[config.mk]
export PLATFORM = sky130hd
export DESIGN_NAME = flash_status_poller
export DESIGN_NICKNAME = d
export VERILOG_FILES = /design/src/flash_bus_cycle.v /design/src/flash_status_poller.v
export VERILOG_INCLUDE_DIRS = /design/src
export SDC_FILE = /design/constraint.sdc
export NUM_CORES = 1
export LEC_CHECK = 0
export BUFFER_PORTS_ARGS = -buffer_cell sky130_fd_sc_hd__buf_2
export CAP_MARGIN = 20
export CORE_UTILIZATION = 40
export CTS_CLUSTER_SIZE = 20
export DETAILED_ROUTE_END_ITERATION = 16
export PLACE_DENSITY = 0.66
export SYNTH_ARGS = -nofsm -noshare
export SYNTH_HDL_FRONTEND = slang
export SYNTH_SLANG_ARGS = --single-unit
[constraint.sdc]
create_clock -name ref_clk -period 2.18 [get_ports ref_clk]
set_input_delay 0.218 -clock ref_clk [delete_from_list [all_inputs] [get_ports ref_clk]]
set_output_delay 0.218 -clock ref_clk [all_outputs]
set_load 0.005 [all_outputs]
[src/flash_status_defines.vh]
// Constants for the flash write-status polling controller.
// Assumes a 125 MHz ref_clk; included by the controller files.
`ifndef FLASH_STATUS_DEFINES_VH
`define FLASH_STATUS_DEFINES_VH
// Status bit positions on the flash data byte
`define BIT_DATA_POLL      7
`define BIT_PRIMARY_TOG    6
`define BIT_TIME_LIMIT     5
`define BIT_ERASE_WINDOW   3
`define BIT_SECTOR_TOG     2
// APB register offsets
`define REG_CTRL           12'h000
`define REG_ADDR           12'h004
`define REG_STATUS         12'h008
`define REG_DATA           12'h00C
`define REG_CMD            12'h010
// Control fields
`define CTRL_START         0
`define CTRL_WRITE         1
`define CTRL_CLEAR         2
// Status fields
`define ST_BUSY            0
`define ST_DONE            1
`define ST_FAIL            2
`define ST_TOGGLING        3
`define ST_WINDOW_OPEN     4
`define ST_SECTOR_TOG      5
// Reset command byte
`define CMD_RESET          8'hF0
// Bus cycle timing, in ns and clock cycles (8 ns period)
`define CLK_NS             8
`define T_STROBE_NS        80
`define T_STROBE_CYC       ((`T_STROBE_NS + `CLK_NS - 1) / `CLK_NS)
`define T_RECOVER_NS       40
`define T_RECOVER_CYC      ((`T_RECOVER_NS + `CLK_NS - 1) / `CLK_NS)
`endif

[src/flash_bus_cycle.v]
// One asynchronous flash bus cycle (read or write) on chip and output/write enables.
// Assumes the pins settle within the strobe time; data input is synchronised.
`timescale 1ns/100ps
`include "flash_status_defines.vh"
module flash_bus_cycle (
	input  wire        ref_clk,
	input  wire        rstn,
	input  wire        start,
	input  wire        isWrite,
	input  wire [18:0] addrIn,
	input  wire [7:0]  wrData,
	output wire        ready,
	output reg         done_r,
	output reg  [7:0]  rdData_r,
	output reg  [18:0] flashAddr_r,
	output reg         chipEn_n_r,
	output reg         outEn_n_r,
	output reg         writeEn_n_r,
	output reg  [7:0]  dqOut_r,
	output reg         dqOe_n_r,
	input  wire [7:0]  dqIn
);
	localparam S_IDLE = 3'b001;
	localparam S_STRB = 3'b010;
	localparam S_RCVR = 3'b100;
	localparam integer STROBE_INT  = `T_STROBE_CYC;
	localparam integer RECOVER_INT = `T_RECOVER_CYC;
	localparam [7:0]   STROBE_CYC  = STROBE_INT[7:0];
	localparam [7:0]   RECOVER_CYC = RECOVER_INT[7:0];
	reg [2:0] state_r;
	reg [7:0] cnt_r;
	reg [7:0] dqMeta_r;
	reg [7:0] dqSync_r;
	reg       wr_r;
	assign ready = state_r == S_IDLE;
	always @(posedge ref_clk or negedge rstn) begin
		if (!rstn) begin
			dqMeta_r <= 8'h00;
			dqSync_r <= 8'h00;
		end else begin
			dqMeta_r <= dqIn;
			dqSync_r <= dqMeta_r;
		end
	end
	always @(posedge ref_clk or negedge rstn) begin
		if (!rstn) begin
			state_r     <= S_IDLE;
			cnt_r       <= 8'h00;
			done_r      <= 1'b0;
			rdData_r    <= 8'h00;
			flashAddr_r <= 19'h0_0000;
			chipEn_n_r  <= 1'b1;
			outEn_n_r   <= 1'b1;
			writeEn_n_r <= 1'b1;
			dqOut_r     <= 8'h00;
			dqOe_n_r    <= 1'b1;
			wr_r        <= 1'b0;
		end else begin
			done_r <= 1'b0;
			case (state_r)
			S_IDLE: begin
				if (start) begin
					wr_r        <= isWrite;
					flashAddr_r <= addrIn;
					dqOut_r     <= wrData;
					dqOe_n_r    <= ~isWrite;
					chipEn_n_r  <= 1'b0;
					// Output enable frames each read so every read counts as a toggle event
					outEn_n_r   <= isWrite; // RULE_10
					writeEn_n_r <= ~isWrite;
					cnt_r       <= STROBE_CYC;
					state_r     <= S_STRB;
				end
			end
			S_STRB: begin
				if (cnt_r == 8'h01) begin
					// Sample late; the two-stage sync adds two cycles of margin
					if (!wr_r)
						rdData_r <= dqSync_r;
					chipEn_n_r  <= 1'b1;
					outEn_n_r   <= 1'b1;
					writeEn_n_r <= 1'b1;
					cnt_r       <= RECOVER_CYC;
					state_r     <= S_RCVR;
				end else begin
					cnt_r <= cnt_r - 8'h01;
				end
			end
			S_RCVR: begin
				dqOe_n_r <= 1'b1;
				if (cnt_r == 8'h01) begin
					done_r  <= 1'b1;
					state_r <= S_IDLE;
				end else begin
					cnt_r <= cnt_r - 8'h01;
				end
			end
			default: state_r <= S_IDLE;
			endcase
		end
	end
endmodule // flash_bus_cycle

[src/flash_status_poller.v]
// Host-side controller that polls flash write-operation status with the toggle method.
// Assumes an APB master on ref_clk and a parallel flash on the pin ports.
//
// Functional notes
// RULE_01: Device flips primary toggle bit per read.
// RULE_02: Toggle bit valid after final write strobe.
// RULE_03: Toggle stops when operation finishes.
// RULE_04: All-protected erase toggles about 100 us.
// RULE_05: Partly protected erase skips protected sectors.
// RULE_06: Erase-suspend stops primary toggling.
// RULE_07: Protected program toggles about 2 us.
// RULE_08: Suspend-program toggles until program completes.
// RULE_09: Sector toggle bit flips in erasing sectors.
// RULE_10: Output or chip enable delimits reads.
// RULE_11: Host starts with two consecutive full reads.
// RULE_12: Toggling with time limit: recheck, reset.
// RULE_13: Array data valid after toggling stops.
// RULE_14: Returning host restarts from double read.
// RULE_15: Time-limit flag one marks failure.
// RULE_16: Programming zero to one hits limit.
// RULE_17: Host writes reset after time-limit failure.
// RULE_18: Erase-window flag zero during acceptance window.
// RULE_19: Monitoring window optional under 50 us spacing.
// RULE_20: Chip erase has no acceptance window.
// RULE_21: Window closed ignores all but suspend.
// RULE_22: Host checks window before and after command; a write job does no status read before or after its write.
// RULE_23: Polling bit inverted until completion.
// RULE_24: Toggle state flips at read strobe end.
`timescale 1ns/100ps
`include "flash_status_defines.vh"
module flash_status_poller (
	input  wire        ref_clk,
	input  wire        rstn,
	input  wire [11:0] paddr,
	input  wire        psel,
	input  wire        penable,
	input  wire        pwrite,
	input  wire [31:0] pwdata,
	output wire        pready,
	output reg  [31:0] prdata,
	output wire        pslverr,
	output wire [18:0] flashAddr,
	output wire        chipEn_n,
	output wire        outEn_n,
	output wire        writeEn_n,
	output wire [7:0]  dqOut,
	output wire        dqOe_n,
	input  wire [7:0]  dqIn
);
	localparam S_IDLE   = 7'b000_0001;
	localparam S_FIRST  = 7'b000_0010;
	localparam S_SECOND = 7'b000_0100;
	localparam S_CHECK  = 7'b000_1000;
	localparam S_RECHK  = 7'b001_0000;
	localparam S_RESET  = 7'b010_0000;
	localparam S_FINAL  = 7'b100_0000;

	reg  [6:0]  state_r;
	reg  [6:0]  state_nxt;
	reg  [18:0] addr_r;
	reg  [7:0]  wdata_r;
	reg  [7:0]  prev_r;
	reg  [7:0]  result_r;
	reg         busy_r;
	reg         done_r;
	reg         fail_r;
	reg         toggling_r;
	reg         windowOpen_r;
	reg         sectorTog_r;
	reg         reqWrite_r;
	reg         cycStart;
	reg         cycWrite;
	reg  [7:0]  cycData;
	wire        cycReady;
	wire        cycDone;
	wire [7:0]  rdData;

	function isReg;
		input [11:0] a;
		input [11:0] off;
		begin
			isReg = a == off;
		end
	endfunction

	function toggled;
		input [7:0] a;
		input [7:0] b;
		begin
			toggled = a[`BIT_PRIMARY_TOG] != b[`BIT_PRIMARY_TOG];
		end
	endfunction

	flash_bus_cycle u_cycle (
		.ref_clk     (ref_clk),
		.rstn        (rstn),
		.start       (cycStart),
		.isWrite     (cycWrite),
		.addrIn      (addr_r),
		.wrData      (cycData),
		.ready       (cycReady),
		.done_r      (cycDone),
		.rdData_r    (rdData),
		.flashAddr_r (flashAddr),
		.chipEn_n_r  (chipEn_n),
		.outEn_n_r   (outEn_n),
		.writeEn_n_r (writeEn_n),
		.dqOut_r     (dqOut),
		.dqOe_n_r    (dqOe_n),
		.dqIn        (dqIn)
	);

	// Zero-wait slave; errors on unmapped addresses
	assign pready  = 1'b1;
	wire   apbWr   = psel & penable & pwrite;
	wire   mapped  = isReg(paddr, `REG_CTRL) | isReg(paddr, `REG_ADDR) | isReg(paddr, `REG_STATUS)
	               | isReg(paddr, `REG_DATA) | isReg(paddr, `REG_CMD);
	assign pslverr = psel & penable & ~mapped;
	wire   startReq = apbWr & isReg(paddr, `REG_CTRL) & pwdata[`CTRL_START] & ~busy_r;
	wire   clearReq = apbWr & isReg(paddr, `REG_CTRL) & pwdata[`CTRL_CLEAR];
	wire   jobEnd   = cycDone & (state_r == S_RESET | state_r == S_FINAL);

	always @* begin
		prdata = 32'h0000_0000;
		if (isReg(paddr, `REG_ADDR))
			prdata = {13'h0000, addr_r};
		else if (isReg(paddr, `REG_STATUS))
			prdata = {26'h000_0000, sectorTog_r, windowOpen_r, toggling_r, fail_r, done_r, busy_r}; // RULE_19
		else if (isReg(paddr, `REG_DATA))
			prdata = {24'h00_0000, result_r};
		else if (isReg(paddr, `REG_CMD))
			prdata = {24'h00_0000, wdata_r};
	end

	// Sequencer: a fresh start without the write bit begins with the double read; a write start goes straight to S_RESET
	always @* begin
		state_nxt = state_r;
		cycStart  = 1'b0;
		cycWrite  = 1'b0;
		cycData   = wdata_r;
		case (state_r)
		S_IDLE: begin
			if (startReq & pwdata[`CTRL_WRITE])
				state_nxt = S_RESET;
			else if (startReq)
				state_nxt = S_FIRST; // RULE_14
		end
		S_FIRST: begin
			cycStart = cycReady & ~cycDone;
			if (cycDone)
				state_nxt = S_SECOND; // RULE_11
		end
		S_SECOND: begin
			cycStart = cycReady & ~cycDone;
			if (cycDone)
				state_nxt = S_CHECK; // RULE_11
		end
		S_RECHK: begin
			cycStart = cycReady & ~cycDone;
			if (cycDone)
				state_nxt = S_CHECK;
		end
		S_FINAL: begin
			cycStart = cycReady & ~cycDone;
			if (cycDone)
				state_nxt = S_IDLE; // RULE_13
		end
		S_CHECK: begin
			if (reqWrite_r)
				state_nxt = S_RESET; // RULE_12
			else if (!toggled(prev_r, result_r))
				state_nxt = S_FINAL; // RULE_13
			else if (result_r[`BIT_TIME_LIMIT])
				state_nxt = S_RECHK; // RULE_12
			else
				state_nxt = S_RECHK;
		end
		S_RESET: begin
			cycStart = cycReady & ~cycDone;
			cycWrite = 1'b1;
			// A failed job writes the reset byte, a plain write job the stored command
			cycData  = fail_r ? `CMD_RESET : wdata_r; // RULE_17
			if (cycDone)
				state_nxt = S_IDLE;
		end
		default: state_nxt = S_IDLE;
		endcase
	end

	always @(posedge ref_clk or negedge rstn) begin
		if (!rstn) begin
			state_r <= S_IDLE;
		end else begin
			state_r <= state_nxt;
		end
	end

	// Target and command byte are frozen while a job runs
	always @(posedge ref_clk or negedge rstn) begin
		if (!rstn) begin
			addr_r  <= 19'h0_0000;
			wdata_r <= 8'h00;
		end else begin
			if (apbWr & isReg(paddr, `REG_ADDR) & ~busy_r)
				addr_r <= pwdata[18:0];
			if (apbWr & isReg(paddr, `REG_CMD) & ~busy_r)
				wdata_r <= pwdata[7:0];
		end
	end

	// Last two status bytes feed the toggle comparison
	always @(posedge ref_clk or negedge rstn) begin
		if (!rstn) begin
			prev_r       <= 8'h00;
			result_r     <= 8'h00;
			windowOpen_r <= 1'b0;
			sectorTog_r  <= 1'b0;
		end else begin
			if (cycDone & ~cycWrite) begin
				prev_r   <= result_r;
				result_r <= rdData; // RULE_11
				// Erase window flag low means more sector erases are still accepted
				windowOpen_r <= ~rdData[`BIT_ERASE_WINDOW]; // RULE_22
				sectorTog_r  <= rdData[`BIT_SECTOR_TOG] != result_r[`BIT_SECTOR_TOG];
			end
		end
	end

	// Still toggling on the recheck after a time-limit sighting: job failed
	always @(posedge ref_clk or negedge rstn) begin
		if (!rstn) begin
			reqWrite_r <= 1'b0;
		end else begin
			if (state_r == S_RECHK & cycDone)
				reqWrite_r <= toggled(result_r, rdData) & result_r[`BIT_TIME_LIMIT]; // RULE_12
			else if (state_r != S_CHECK)
				reqWrite_r <= 1'b0;
		end
	end

	// Job flags; clear is honoured only while idle so it never races a set
	always @(posedge ref_clk or negedge rstn) begin
		if (!rstn) begin
			busy_r     <= 1'b0;
			done_r     <= 1'b0;
			fail_r     <= 1'b0;
			toggling_r <= 1'b0;
		end else begin
			if (startReq) begin
				busy_r <= 1'b1;
				done_r <= 1'b0;
				fail_r <= 1'b0;
			end
			if (state_r == S_CHECK)
				toggling_r <= toggled(prev_r, result_r);
			if (state_r == S_CHECK & reqWrite_r)
				fail_r <= 1'b1; // RULE_15
			if (jobEnd) begin
				busy_r <= 1'b0;
				done_r <= 1'b1; // RULE_17
			end
			if (clearReq & ~busy_r) begin
				done_r <= 1'b0;
				fail_r <= 1'b0;
			end
		end
	end
endmodule // flash_status_poller

==> results.ini <==
[die]
core_um2 = 13240
fp.dieH_um = 118.4
num_rows = 42
io_pins = 122
start_util = 0.4089
die_area_um2 = 14010
die_w_um = 118.4

[yosys]
synth_top_family_by_area = simple AND/OR/NAND/NOR gates
synth_flop_cell = dfrtp_1
synth_edf_count = 0
async_reset_ff_frac = 1.000
synth_largest_area_cell = dfrtp_1
yosysSeqAreaShare = 0.5467
synth.area.mux_share = 0.1081
synth.area.top_cells = dfrtp_1, mux2_2, nand2_1, dfstp_2, mux2_4
yosys.area.top_type_share = 0.5176
synth_xor_area_frac = 0.01132
synth_cells = 499
synth.avg_cell_area_um2 = 10.85
synth_fa_ha_area_frac = 0.004621
synth_common_cells = dfrtp_1, nand2_1, nor2_1
synth-compound-area-share = 0.08087
synth_most_common_cell = dfrtp_1
synth-simple-area-share = 0.1976
ys_ff_latch = 118
yosysUniqueCellTypes = 61
mappedNetlistArea_um2 = 5415
yosys_warnings = 0

[worst_setup_path]
ff2ff_path_depth = 6
cp-start-kind = register
cp_slowest_cell = or4_4
crit_path_end_kind = register
path_buf_inv = 1
crit_family = simple AND/OR/NAND/NOR gates
critPathKind = reg2reg
crit_fanout = 33
cp_slowest_stage_delay_ns = 0.59
crit_arrival_ns = 2.40
path_cells = or4_4 > nor3_4 > o211a_1 > buf_12 > nor3_1 > a21oi_1
path_depth = 6
worst_ep_required_time_ns = 2.51

[sta]
slew_viol_final = 0
slew_headroom = 0.6491
fmax_mhz = 484.0
worst-slew-pin-transition_ns = 0.5264
rsz0062_at_grt = no
whs_ns = 0.04170
hold_viol = 0
fin_crit_sh = 0.9478
fin_crit_ns = 2.066
final.setup_skew_ns = 0.008198
finalSetupViolCount = 0

[routing]
ant_nets = 0
drt_wl_total_um = 12210
viasPerCell = 5.058
drt_iter0_drc = 299
drc = 0
drt-pass1-iter-count = 5
num_vias = 4097
wl_per_cell_um = 15.08

[grt]
grt_pass1_wl_um = 20240
overflow = 0
grt_antenna_before_repair = 0
grt_use_total = 0.1861
grt_pass1_vias = 4025
grt_start_max_net_pins = 43

[clock_tree]
insertion_delay_ns = 0.41
htree_levels = 4
cts_buffers = 17
clockBufferDepth = 2
path_clk_slew_ns = 0.05
cts_sinks = 118
cts_root_buffer = clkbuf_16
postCtsSetupBuffers = 0
cts_tree = done

[placed_design]
port_buffers = 94
place_area_um2 = 6168
routabilityCongestion = 0.9007
hpwlAfterDp_um = 8887

[final_layout]
nNetsFinal = 680
drive_gt1_frac = 0.3454
nFillCells = 1199
antenna_cells = 0
regArea_um2 = 2960
multi_input_area_um2 = 2247
design_area_um2 = 6930
synthToLayoutAreaGrowth_pct = 27.98

[status]
run_status = finished clean

[min_path]
hold_path_depth = 2
holdCritPathClass = in2reg

[flow_run]
cap_violations = 0

[pwr]
power.density_nw_per_um2 = 783.4
ir_drop_mv = 0.7165
static-leakage-power_nw = 3.581

-- power by group --
group | leakage [nW] | internal, mW | switching (mW) | total, mW
logic | 1.69 | 0.0626 | 0.0944 | 0.157
registers | 1.58 | 2.21 | 0.00444 | 2.21
clock network | 0.312 | 2.09 | 0.973 | 3.06
total | 3.58 | 4.36 | 1.07 | 5.43
-- cells in the final DEF, fill, tap and decap left out, types with 3 or more instances in the layout --
master	instances
a21oi_1	12
o21a_1	5
a22o_1	4
nor3b_1	3
clkbuf_16	17
mux2i_1	3
buf_4	24
and2_1	14
conb_1	14
nand2b_1	10
xnor2_1	4
nand3_1	9
o21ai_0	16
mux2_4	10
xor2_1	3
bufinv_16	5
a221oi_1	6
inv_1	8
nand2_1	84
dlygate4sd3_1	9
buf_12	4
nor2_1	37
dfstp_2	6
buf_2	93
mux2_2	36
nor3_1	18
a21o_1	5
clkinvlp_4	3
or3_1	3
dfrtp_1	112
nor4_1	7
-- worst register-to-register path, cell delays in order, from the launching register on --
cell and delay [ns]:
dfrtp_1 0.44, or4_4 0.59, nor3_4 0.20, o211a_1 0.32, buf_12 0.23, nor3_1 0.09
a21oi_1 0.13
-- layout make-up --
type | count | share of cell area
Clock buffer | 20 | 0.06590
Clock inverter | 12 | 0.02889
Inverter | 8 | 0.004333
Multi-Input combinational cell | 346 | 0.3242
Sequential cell | 118 | 0.4272
Tap cell | 176 | 0.03177
Timing Repair Buffer | 130 | 0.1177
-- sequential cells by signal (all words and copies together) (netlist names), 3 cells and up --
register and count:
state_r 7, u_cycle.flashAddr_r 19, wdata_r 8, addr_r 19
u_cycle.dqSync_r 8, u_cycle.state_r 3, result_r 8, u_cycle.rdData_r 8
u_cycle.cnt_r 8, u_cycle.dqMeta_r 8, u_cycle.dqOut_r 8
-- cells by family after synthesis --
family | after synthesis
AO/OA/AOI/OAI | 64
XOR/XNOR | 7
adder cells (fa/ha/maj) | 2
buffers and inverters | 47
flip-flops | 118
multiplexers | 49
other | 2
AND/OR/NAND/NOR | 210
-- worst paths after layout --
check                               startpoint             endpoint  slack (ns)
max                                 state_r[2]  u_cycle.writeEn_n_r        0.11
min                                 pwdata[14]           addr_r[14]        0.04
max reg2reg                         state_r[2]  u_cycle.writeEn_n_r        0.11
min reg2reg                u_cycle.dqMeta_r[6]  u_cycle.dqSync_r[6]        0.35
max in group asynchronous                 rstn    u_cycle.outEn_n_r        1.21
min in group asynchronous                 rstn     u_cycle.cnt_r[7]        0.33
-- layer usage --
layer,vias up,wire (µm),GRT usage
met5,-,0,0
met4,0,102,0.05449
met3,8,651,0.05647
met2,127,5830,0.2934
met1,2010,5627,0.2467
li1,1952,-,-
-- per-stage QoR --
step	utilization	setup WS, ns	power, mW	TNS, ns	std cells
2_1_floorplan	-	0.06567	2.313	0	511
3_3_place_gp	0.4658	0.02801	2.394	0	769
3_5_place_dp	0.4658	-0.02898	2.398	-0.03873	769
4_1_cts	0.5225	0.02225	5.482	0	810
5_1_grt	0.5233	0.001685	5.608	0	810
6_report	0.5233	0.1139	5.429	0	810
-- repair_timing --
action                                  CTS  global route
endpoints found under the setup margin    2            10
hold buffers                              9             0
gates resized for setup                   1             4
hold endpoints to repair                 43             0
Note: power is estimated with default switching activity, not from simulation.
